### src/core/fcc_pkg.sv
package fcc_pkg;

  // ***********************************************************
  // register map and fields
  // ***********************************************************
  localparam logic [7:0] FCC_OFF_COMMAND = 8'h00;
  localparam logic [7:0] FCC_OFF_CONFIG = 8'h04;
  localparam logic [7:0] FCC_OFF_IRQ_FLAGS = 8'h14;
  localparam logic [7:0] FCC_OFF_STATUS = 8'h18;

  localparam logic [7:0] FCC_KEY = 8'ha5;
  localparam int FCC_KEY_LSB = 8;
  localparam int FCC_CMD_W = 7;

  localparam logic [31:0] FCC_CONFIG_RESET = 32'h0000_0080;
  localparam logic [31:0] FCC_CONFIG_MASK = 32'h0007_039e;
  localparam int FCC_MANUAL_BIT = 7;
  localparam int FCC_WAIT_LSB = 1;
  localparam int FCC_SLEEP_LSB = 8;
  localparam int FCC_POLICY_LSB = 16;
  localparam int FCC_CACHE_OFF_BIT = 18;

  // irq_flags bits: 0 ready, 1 error; status bits
  localparam int FCC_FLAG_READY = 0;
  localparam int FCC_FLAG_ERROR = 1;
  localparam int FCC_ST_POWER = 0;
  localparam int FCC_ST_PROG = 2;
  localparam int FCC_ST_LOCK = 3;
  localparam int FCC_ST_FAULT = 4;

  // ***********************************************************
  // command codes
  // ***********************************************************
  localparam logic [6:0] FCC_ROW_WIPE_CMD = 7'h02;
  localparam logic [6:0] FCC_PAGE_PROGRAM_CMD = 7'h04;
  localparam logic [6:0] FCC_AUX_ROW_WIPE_CMD = 7'h05;
  localparam logic [6:0] FCC_AUX_PAGE_PROGRAM_CMD = 7'h06;
  localparam logic [6:0] FCC_LOCK_BITS_STORE_CMD = 7'h0f;
  localparam logic [6:0] FCC_EMULATED_ROW_WIPE_CMD = 7'h1a;
  localparam logic [6:0] FCC_EMULATED_PAGE_PROGRAM_CMD = 7'h1c;
  localparam logic [6:0] FCC_REGION_LOCK_CMD = 7'h40;
  localparam logic [6:0] FCC_REGION_UNLOCK_CMD = 7'h41;
  localparam logic [6:0] FCC_POWER_REDUCTION_ON_CMD = 7'h42;
  localparam logic [6:0] FCC_POWER_REDUCTION_OFF_CMD = 7'h43;
  localparam logic [6:0] FCC_PAGE_BUFFER_CLEAR_CMD = 7'h44;
  localparam logic [6:0] FCC_SECURITY_SET_CMD = 7'h45;
  localparam logic [6:0] FCC_CACHE_FLUSH_CMD = 7'h46;
  localparam logic [7:0] FCC_SECURITY_BYTE = 8'h00;

  // fetch policy codes
  localparam logic [1:0] FCC_MISS_NO_STALL = 2'h0;
  localparam logic [1:0] FCC_MISS_LOW_POWER = 2'h1;
  localparam logic [1:0] FCC_MISS_EQUAL_TIME = 2'h2;

  typedef enum {FCC_IDLE, FCC_PEND, FCC_RUN} fcc_state_e;

  // request to the flash array sequencer
  typedef struct packed {
    logic valid;
    logic [6:0] code;
    logic [7:0] data;
  } fcc_mem_req_s;

  // read path configuration for the cache and fetch logic
  typedef struct packed {
    logic cache_on;
    logic [1:0] fetch_policy;
    logic [3:0] flash_wait_states;
    logic [3:0] hit_wait;
    logic [3:0] miss_wait;
    logic [1:0] sleep_mode;
  } fcc_read_cfg_s;

endpackage

### src/core/fcc_top.sv
// Summary of operation
// - command runs only with key 0xa5 written
// - wrong key blocks command, sets program error
// - key while command busy sets program error
// - fetch bus access wins; command waits idle
// - key bit 0 reads one until issued
// - code 0x02 wipes main-array row
// - code 0x04 programs page buffer to page
// - aux wipe/program need clear security, user row
// - code 0x0f stores lock bits
// - 0x1a/0x1c wipe/program emulated array
// - 0x40 locks, 0x41 unlocks addressed region
// - 0x42 enters, 0x43 leaves power reduction
// - code 0x44 clears page buffer
// - 0x45 sets security, first byte zero
// - code 0x46 invalidates every cache line
// - config bit 18 set disables cache
// - policy 0 adds no miss wait
// - policy 1 adds one miss wait
// - policy 2 equal hit/miss time; 3 reserved
// - wait states zero to fifteen, reset zero
// - auto page write unless manual bit set, busy or key written same cycle
// - error flag on any error, write-one clears
`timescale 1ns/1ps

module fcc_top
  import fcc_pkg::*;
(
  input wire logic core_clk, // 125 MHz system clock
  input wire logic rst_n, // async reset, active low
  input wire logic psel, // apb select
  input wire logic penable, // apb access phase
  input wire logic pwrite, // apb write
  input wire logic [7:0] paddr, // apb byte address
  input wire logic [31:0] pwdata, // apb write data
  input wire logic [3:0] pstrb, // apb byte lanes
  output logic pready, // apb ready
  output logic [31:0] prdata, // apb read data
  output logic pslverr, // apb unmapped address
  input wire logic ahb_busy, // fetch bus access this cycle
  input wire logic mem_busy, // flash array busy
  input wire logic mem_done, // flash array op finished, pulse
  input wire logic security_bit, // chip security set
  input wire logic addr_in_user_row, // address hits user config row
  input wire logic lock_violation, // locked region hit, pulse
  input wire logic memory_fault, // array fault, pulse
  input wire logic pbuf_last_word, // last page buffer word written, pulse
  output fcc_mem_req_s mem_req, // command to flash array
  output logic cache_flush, // invalidate all lines, pulse
  output logic pbuf_clear, // clear page buffer, pulse
  output logic power_reduced, // power reduction mode level
  output fcc_read_cfg_s read_cfg // cache and fetch settings
);

  // ***********************************************************
  // reset release
  // ***********************************************************
  logic rst_meta_reg;
  logic rst_sync_reg;
  logic rst_ok_n;

  // async assert, release after two edges
  always_ff @(posedge core_clk or negedge rst_n)
  begin
    if (!rst_n)
    begin
      rst_meta_reg <= 1'b0;
      rst_sync_reg <= 1'b0;
    end
    else
    begin
      rst_meta_reg <= 1'b1;
      rst_sync_reg <= rst_meta_reg;
    end
  end
  assign rst_ok_n = rst_sync_reg;

  // ***********************************************************
  // helpers
  // ***********************************************************
  function automatic logic fcc_code_known(input logic [6:0] c);
    logic k;
    k = 1'b0;
    case (c)
      FCC_ROW_WIPE_CMD, FCC_PAGE_PROGRAM_CMD, FCC_AUX_ROW_WIPE_CMD,
      FCC_AUX_PAGE_PROGRAM_CMD, FCC_LOCK_BITS_STORE_CMD,
      FCC_EMULATED_ROW_WIPE_CMD, FCC_EMULATED_PAGE_PROGRAM_CMD,
      FCC_REGION_LOCK_CMD, FCC_REGION_UNLOCK_CMD,
      FCC_POWER_REDUCTION_ON_CMD, FCC_POWER_REDUCTION_OFF_CMD,
      FCC_PAGE_BUFFER_CLEAR_CMD, FCC_SECURITY_SET_CMD, FCC_CACHE_FLUSH_CMD:
        k = 1'b1;
      default:
        k = 1'b0;
    endcase
    return k;
  endfunction

  // codes handled here without the array
  function automatic logic fcc_code_local(input logic [6:0] c);
    return c == FCC_POWER_REDUCTION_ON_CMD || c == FCC_POWER_REDUCTION_OFF_CMD ||
      c == FCC_PAGE_BUFFER_CLEAR_CMD || c == FCC_CACHE_FLUSH_CMD;
  endfunction

  // codes that change array contents
  function automatic logic fcc_code_alters(input logic [6:0] c);
    return c == FCC_ROW_WIPE_CMD || c == FCC_PAGE_PROGRAM_CMD ||
      c == FCC_AUX_ROW_WIPE_CMD || c == FCC_AUX_PAGE_PROGRAM_CMD ||
      c == FCC_EMULATED_ROW_WIPE_CMD || c == FCC_EMULATED_PAGE_PROGRAM_CMD;
  endfunction

  // ***********************************************************
  // apb decode
  // ***********************************************************
  logic wr_en;
  logic rd_setup;
  logic hit_cmd;
  logic hit_cfg;
  logic hit_flags;
  logic hit_status;
  logic mapped;
  logic key_write;
  logic key_ok;
  logic [6:0] wr_code;
  logic aux_code;
  logic aux_refused;
  logic [31:0] cfg_reg;

  assign wr_en = psel && penable && pwrite;
  assign rd_setup = psel && !penable && !pwrite;
  assign hit_cmd = paddr == FCC_OFF_COMMAND;
  assign hit_cfg = paddr == FCC_OFF_CONFIG;
  assign hit_flags = paddr == FCC_OFF_IRQ_FLAGS;
  assign hit_status = paddr == FCC_OFF_STATUS;
  assign mapped = hit_cmd || hit_cfg || hit_flags || hit_status;
  assign pready = 1'b1;
  assign pslverr = psel && penable && !mapped;

  // key lane write; a key without its code lane counts as a bad key
  assign key_write = wr_en && hit_cmd && pstrb[1];
  assign key_ok = pwdata[FCC_KEY_LSB +: 8] == FCC_KEY && pstrb[0];
  assign wr_code = pwdata[FCC_CMD_W-1:0];
  assign aux_code = wr_code == FCC_AUX_ROW_WIPE_CMD || wr_code == FCC_AUX_PAGE_PROGRAM_CMD;
  assign aux_refused = aux_code && (security_bit || !addr_in_user_row);

  // ***********************************************************
  // command sequencer
  // ***********************************************************
  fcc_state_e state_reg;
  fcc_state_e state_next;
  logic [6:0] code_reg;
  logic [6:0] code_next;
  logic accept;
  logic auto_write;
  logic go;
  logic prog_err_set;
  logic busy;

  assign busy = state_reg != FCC_IDLE;
  // keyed, legal and ready
  assign accept = key_write && key_ok && !busy && fcc_code_known(wr_code) && !aux_refused;
  // page buffer filled with automatic writes on, only when nothing keyed
  assign auto_write = pbuf_last_word && !cfg_reg[FCC_MANUAL_BIT] && !busy && !key_write;
  // fetch bus and array must both be quiet
  assign go = state_reg == FCC_PEND && !ahb_busy && !mem_busy;
  assign prog_err_set = key_write && (!key_ok || busy || aux_refused);

  // next state
  always_comb
  begin
    state_next = state_reg;
    code_next = code_reg;
    unique case (state_reg)
      FCC_IDLE:
      begin
        if (accept)
        begin
          state_next = FCC_PEND;
          code_next = wr_code;
        end
        else if (auto_write)
        begin
          state_next = FCC_PEND;
          code_next = FCC_PAGE_PROGRAM_CMD;
        end
      end
      FCC_PEND:
      begin
        if (go)
          state_next = fcc_code_local(code_reg) ? FCC_IDLE : FCC_RUN;
      end
      FCC_RUN:
      begin
        if (mem_done)
          state_next = FCC_IDLE;
      end
    endcase
  end

  always_ff @(posedge core_clk or negedge rst_ok_n)
  begin
    if (!rst_ok_n)
    begin
      state_reg <= FCC_IDLE;
      code_reg <= '0;
    end
    else
    begin
      state_reg <= state_next;
      code_reg <= code_next;
    end
  end

  // ***********************************************************
  // issue outputs
  // ***********************************************************
  logic go_array;
  logic go_flush;

  assign go_array = go && !fcc_code_local(code_reg);
  // content changes drop cached lines too
  assign go_flush = go && (code_reg == FCC_CACHE_FLUSH_CMD || fcc_code_alters(code_reg));

  // registered strobes, one cycle after the issue point
  always_ff @(posedge core_clk or negedge rst_ok_n)
  begin
    if (!rst_ok_n)
    begin
      mem_req <= '0;
      cache_flush <= 1'b0;
      pbuf_clear <= 1'b0;
      power_reduced <= 1'b0;
    end
    else
    begin
      mem_req.valid <= go_array;
      if (go_array)
      begin
        mem_req.code <= code_reg;
        mem_req.data <= FCC_SECURITY_BYTE;
      end
      cache_flush <= go_flush;
      pbuf_clear <= go && code_reg == FCC_PAGE_BUFFER_CLEAR_CMD;
      if (go && code_reg == FCC_POWER_REDUCTION_ON_CMD)
        power_reduced <= 1'b1;
      else if (go && code_reg == FCC_POWER_REDUCTION_OFF_CMD)
        power_reduced <= 1'b0;
    end
  end

  // ***********************************************************
  // configuration register
  // ***********************************************************
  logic [31:0] cfg_wmask;
  logic [1:0] policy;
  logic [3:0] wait_states;

  // byte lanes expand to bit mask, limited to defined fields
  assign cfg_wmask = {{8{pstrb[3]}}, {8{pstrb[2]}}, {8{pstrb[1]}}, {8{pstrb[0]}}} &
    FCC_CONFIG_MASK;

  always_ff @(posedge core_clk or negedge rst_ok_n)
  begin
    if (!rst_ok_n)
      cfg_reg <= FCC_CONFIG_RESET;
    else if (wr_en && hit_cfg)
      cfg_reg <= (cfg_reg & ~cfg_wmask) | (pwdata & cfg_wmask);
  end

  assign policy = cfg_reg[FCC_POLICY_LSB +: 2];
  assign wait_states = cfg_reg[FCC_WAIT_LSB +: 4];

  // miss and hit timing seen by the fetch path; reserved policy acts as 0
  always_comb
  begin
    read_cfg.cache_on = !cfg_reg[FCC_CACHE_OFF_BIT];
    read_cfg.fetch_policy = policy;
    read_cfg.flash_wait_states = wait_states;
    read_cfg.sleep_mode = cfg_reg[FCC_SLEEP_LSB +: 2];
    read_cfg.hit_wait = 4'h0;
    read_cfg.miss_wait = 4'h0;
    if (policy == FCC_MISS_LOW_POWER)
      read_cfg.miss_wait = 4'h1;
    else if (policy == FCC_MISS_EQUAL_TIME)
    begin
      read_cfg.hit_wait = wait_states;
      read_cfg.miss_wait = wait_states;
    end
  end

  // ***********************************************************
  // error flags
  // ***********************************************************
  logic prog_err_reg;
  logic lock_err_reg;
  logic fault_err_reg;
  logic err_flag_reg;
  logic clr_flags;
  logic clr_status;

  // write one clears; a new event in the same cycle wins
  assign clr_flags = wr_en && hit_flags && pstrb[0] && pwdata[FCC_FLAG_ERROR];
  assign clr_status = wr_en && hit_status && pstrb[0];

  always_ff @(posedge core_clk or negedge rst_ok_n)
  begin
    if (!rst_ok_n)
    begin
      prog_err_reg <= 1'b0;
      lock_err_reg <= 1'b0;
      fault_err_reg <= 1'b0;
      err_flag_reg <= 1'b0;
    end
    else
    begin
      prog_err_reg <= prog_err_set || (prog_err_reg && !(clr_status && pwdata[FCC_ST_PROG]));
      lock_err_reg <= lock_violation || (lock_err_reg && !(clr_status && pwdata[FCC_ST_LOCK]));
      fault_err_reg <= memory_fault ||
        (fault_err_reg && !(clr_status && pwdata[FCC_ST_FAULT]));
      err_flag_reg <= prog_err_set || lock_violation || memory_fault ||
        (err_flag_reg && !clr_flags);
    end
  end

  // ***********************************************************
  // read data
  // ***********************************************************
  logic [31:0] rd_word;

  // key bit 0 shows a keyed command still waiting for issue
  assign rd_word = hit_cmd ? {16'h0, 7'h0, state_reg == FCC_PEND, 1'b0, code_reg} :
    hit_cfg ? cfg_reg :
    hit_flags ? {30'h0, err_flag_reg, !busy} :
    hit_status ? {27'h0, fault_err_reg, lock_err_reg, prog_err_reg, 1'b0, power_reduced} :
    32'h0;

  // captured in setup phase so prdata stays a flop output
  always_ff @(posedge core_clk or negedge rst_ok_n)
  begin
    if (!rst_ok_n)
      prdata <= '0;
    else if (rd_setup)
      prdata <= rd_word;
  end
endmodule

### config.mk
export PLATFORM = sky130hd
export DESIGN_NAME = fcc_top
export DESIGN_NICKNAME = d
export VERILOG_FILES = /design/src/core/fcc_pkg.sv /design/src/core/fcc_top.sv
export SDC_FILE = /design/constraint.sdc
export NUM_CORES = 1
export LEC_CHECK = 0
export BUFFER_PORTS_ARGS = -buffer_cell sky130_fd_sc_hd__buf_4
export CORE_MARGIN = 4
export CORE_UTILIZATION = 44
export DETAILED_ROUTE_END_ITERATION = 12
export GPL_TIMING_DRIVEN = 0
export PLACE_DENSITY_LB_ADDON = 0.05
export SLEW_MARGIN = 20
export SYNTH_ARGS = -nofsm -noshare
export SYNTH_HDL_FRONTEND = slang
export SYNTH_SLANG_ARGS = --single-unit
### constraint.sdc
create_clock -name core_clk -period 2.7 [get_ports core_clk]
set_input_delay 0.54 -clock core_clk [delete_from_list [all_inputs] [get_ports core_clk]]
set_output_delay 0.54 -clock core_clk [all_outputs]
set_load 0.02 [all_outputs]
==> out/metrics.csv <==
metric;value;unit
status;finished clean;
power.density;433;mW/mm²
finalCritPeriodShare;0.906;
worstSkewPairLatency;0.31;ns
place_hpwl;5.55;mm
path_class;in2out;
synth_area_per_cell;10.0;µm²
multi_input_area;0.00126;mm²
overflow;0;
grt_setup_unrepaired;false;
seq_area_frac_synth;0.447;
cts_tree;done;
period_minus_slack;2.45;ns
hold_violations;0;
regArea;0.00123;mm²
power.leakage;1.89;nW
worstPathRequired;2.16;ns
holdWs;0.212;ns
firstDrtPassIters;4;
n_antenna_cell;0;
tightest_slew;0.759;ns
htreeDepth;2;
power;0.00160;W
syn_to_final_growth;34.3;%
clockBufferDepth;2;
cts_made_buffers;5;
worst-path-max-fanout;6;
die_area;0.00758;mm²
via_per_inst;5.01;
synth-edff-count;0;
nets;455;
routed_wl;6.88;mm
finalNonFillerCells;471;
die_x;87.0;µm
fin_area;0.00369;mm²
final.setup.tns;0;ns
vias;2359;
ant_nets;0;
syn_inst;275;
place_area;0.00360;mm²
max_slew_margin;0.494;
first_global_vias;2249;
core_area;0.00599;mm²
setup_viol_count_final;0;
cap_violations;0;
drc;0;
root_buffer;clkbuf_8;
worstRegToRegCells;5;
ys_ff_latch;49;
placedCellCount;462;
end_kind;output port;
cts_resized;0;
worstPathArrival;1.91;ns
drt_iter0_markers;76;
start_util;0.459;
layout-drive-gt1-share;0.404;
ys.flop_type;dfrtp_1;
clock_sinks;49;
ys_async_sr_fraction;1.00;
filler_cell_count;564;
grt_max_degree;31;
ir_drop;0.319;mV
antenna_found_initial;0;
design.portCount;127;
syn-cell-area;0.00275;mm²
clkSlewWorstSetupHoldPaths;0.09;ns
yosysWarningCount;0;
track_usage;0.186;
gp_congestion;0.811;
rows;28;
grt_pass1_wl;10.9;mm
die_y;87.0;µm
post_drt_wl_per_cell;14.6;µm
drv_slew;0;
portBuffers;84;
hp-class;reg2async;
yosysUniqueCellTypes;51;
fmax;409;MHz
start_kind;input pin;
finClkSkew;0.00468;ns
==> path summary, 6_finish.rpt <==
path	start	endpoint	slack, ns
min in group core_clk	rst_meta_reg	rst_ok_n	0.36
hold / removal	rst_ok_n	state_reg[1]	0.21
hold reg to reg	rst_ok_n	state_reg[1]	0.21
max in group asynchronous	rst_ok_n	asynchronous set/reset pin	1.99
setup / recovery	paddr[5]	pslverr	0.25
setup reg to reg	state_reg[1]	mem_req[11]	0.66
==> layer usage <==
layer  global-route usage  routed length (µm)  vias up
met5                    0                   0        -
met4               0.0623                 136        0
met3               0.0445                 493       12
met2                0.302                3300       81
met1                0.244                2960     1110
li1                     -                   -     1156
==> cell usage in the layout (no fill, tap or decap), drive strengths merged, types with 8 or more instances in the layout <==
master	n
nor2	13
conb	29
inv	11
dfrtp	48
mux2	17
buf	125
clkbuf	10
nand2	25
o21ai	13
nand3	8
==> critical path: stages <==
cell and delay (ns):
buf_4 0.12, or4_4 0.58, nor2_1 0.35, nor4_1 0.14, buf_4 0.18
==> final cells by class <==
class / count / share of cell area
repair buffers: 86 / 0.179
clock inverters: 3 / 0.00474
well taps: 75 / 0.0254
clock buffers: 5 / 0.0186
flip-flops and latches: 49 / 0.333
multi-input cells: 197 / 0.342
plain buffers: 45 / 0.0864
inverters: 11 / 0.0112
==> cells by family (layout without fill, tap and decap cells) <==
logic type	Yosys count	after routing	synth area share
other	2	29	0.00273
and+or+nand+nor	94	94	0.195
muxes	19	19	0.0769
xor gates and xnor gates	1	1	0.00319
DFF	49	49	0.447
adders and majority gates	3	3	0.0137
buffers and inverters	56	150	0.131
AOI/OAI and AO/OA	51	51	0.131
==> per-stage QoR <==
| stage | utilization | setup WS [ns] |
|---|---|---|
| 6_report | 0.616 | 0.255 |
| 5_1_grt | 0.616 | 0.150 |
| 4_1_cts | 0.616 | 0.250 |
| 3_5_place_dp | 0.600 | 0.269 |
| 3_3_place_gp | 0.597 | 0.281 |
| 2_1_floorplan | - | 0.584 |
==> repair_timing <==
action / CTS / global route
buffers inserted: 0 / 0
endpoints found under the hold margin: 2 / 0
hold buffers: 1 / 0
==> power by group <==
group	internal [W]	switching (W)	total, W
clock network	0.000179	0.000248	0.000427
registers	0.000761	0.0000213	0.000782
logic	0.000170	0.000217	0.000388
total	0.00111	0.000487	0.00160
==> cells in the mapped netlist (2+ instances only) <==
| cell | instances | share of area |
|---|---|---|
| a211oi_1 | 2 | 0.0055 |
| o31ai_1 | 5 | 0.014 |
| mux2i_1 | 2 | 0.0073 |
| o32ai_1 | 2 | 0.0064 |
| inv_1 | 11 | 0.015 |
| or4_4 | 2 | 0.0082 |
| ha_1 | 3 | 0.014 |
| nand2b_1 | 4 | 0.0091 |
| o21ai_0 | 13 | 0.024 |
| or3_1 | 2 | 0.0046 |
| and3_1 | 4 | 0.0091 |
| nor2b_1 | 2 | 0.0046 |
| nor4bb_1 | 2 | 0.0073 |
| nand4_1 | 3 | 0.0068 |
| nor4_1 | 5 | 0.011 |
| a22o_1 | 7 | 0.022 |
| a21o_1 | 4 | 0.011 |
| a21oi_1 | 6 | 0.011 |
| a221oi_1 | 2 | 0.0064 |
| nor3_1 | 6 | 0.011 |
| nand2_1 | 25 | 0.034 |
| nand3_1 | 8 | 0.015 |
| and2_1 | 6 | 0.014 |
| conb_1 | 2 | 0.0027 |
| mux2_2 | 17 | 0.070 |
| clkbuf_1 | 5 | 0.0068 |
| dfrtp_1 | 48 | 0.44 |
| a22oi_1 | 3 | 0.0082 |
| nor2_1 | 12 | 0.016 |
| nor3b_1 | 2 | 0.0055 |
| buf_4 | 40 | 0.11 |
(Power assumes the default switching activity.)
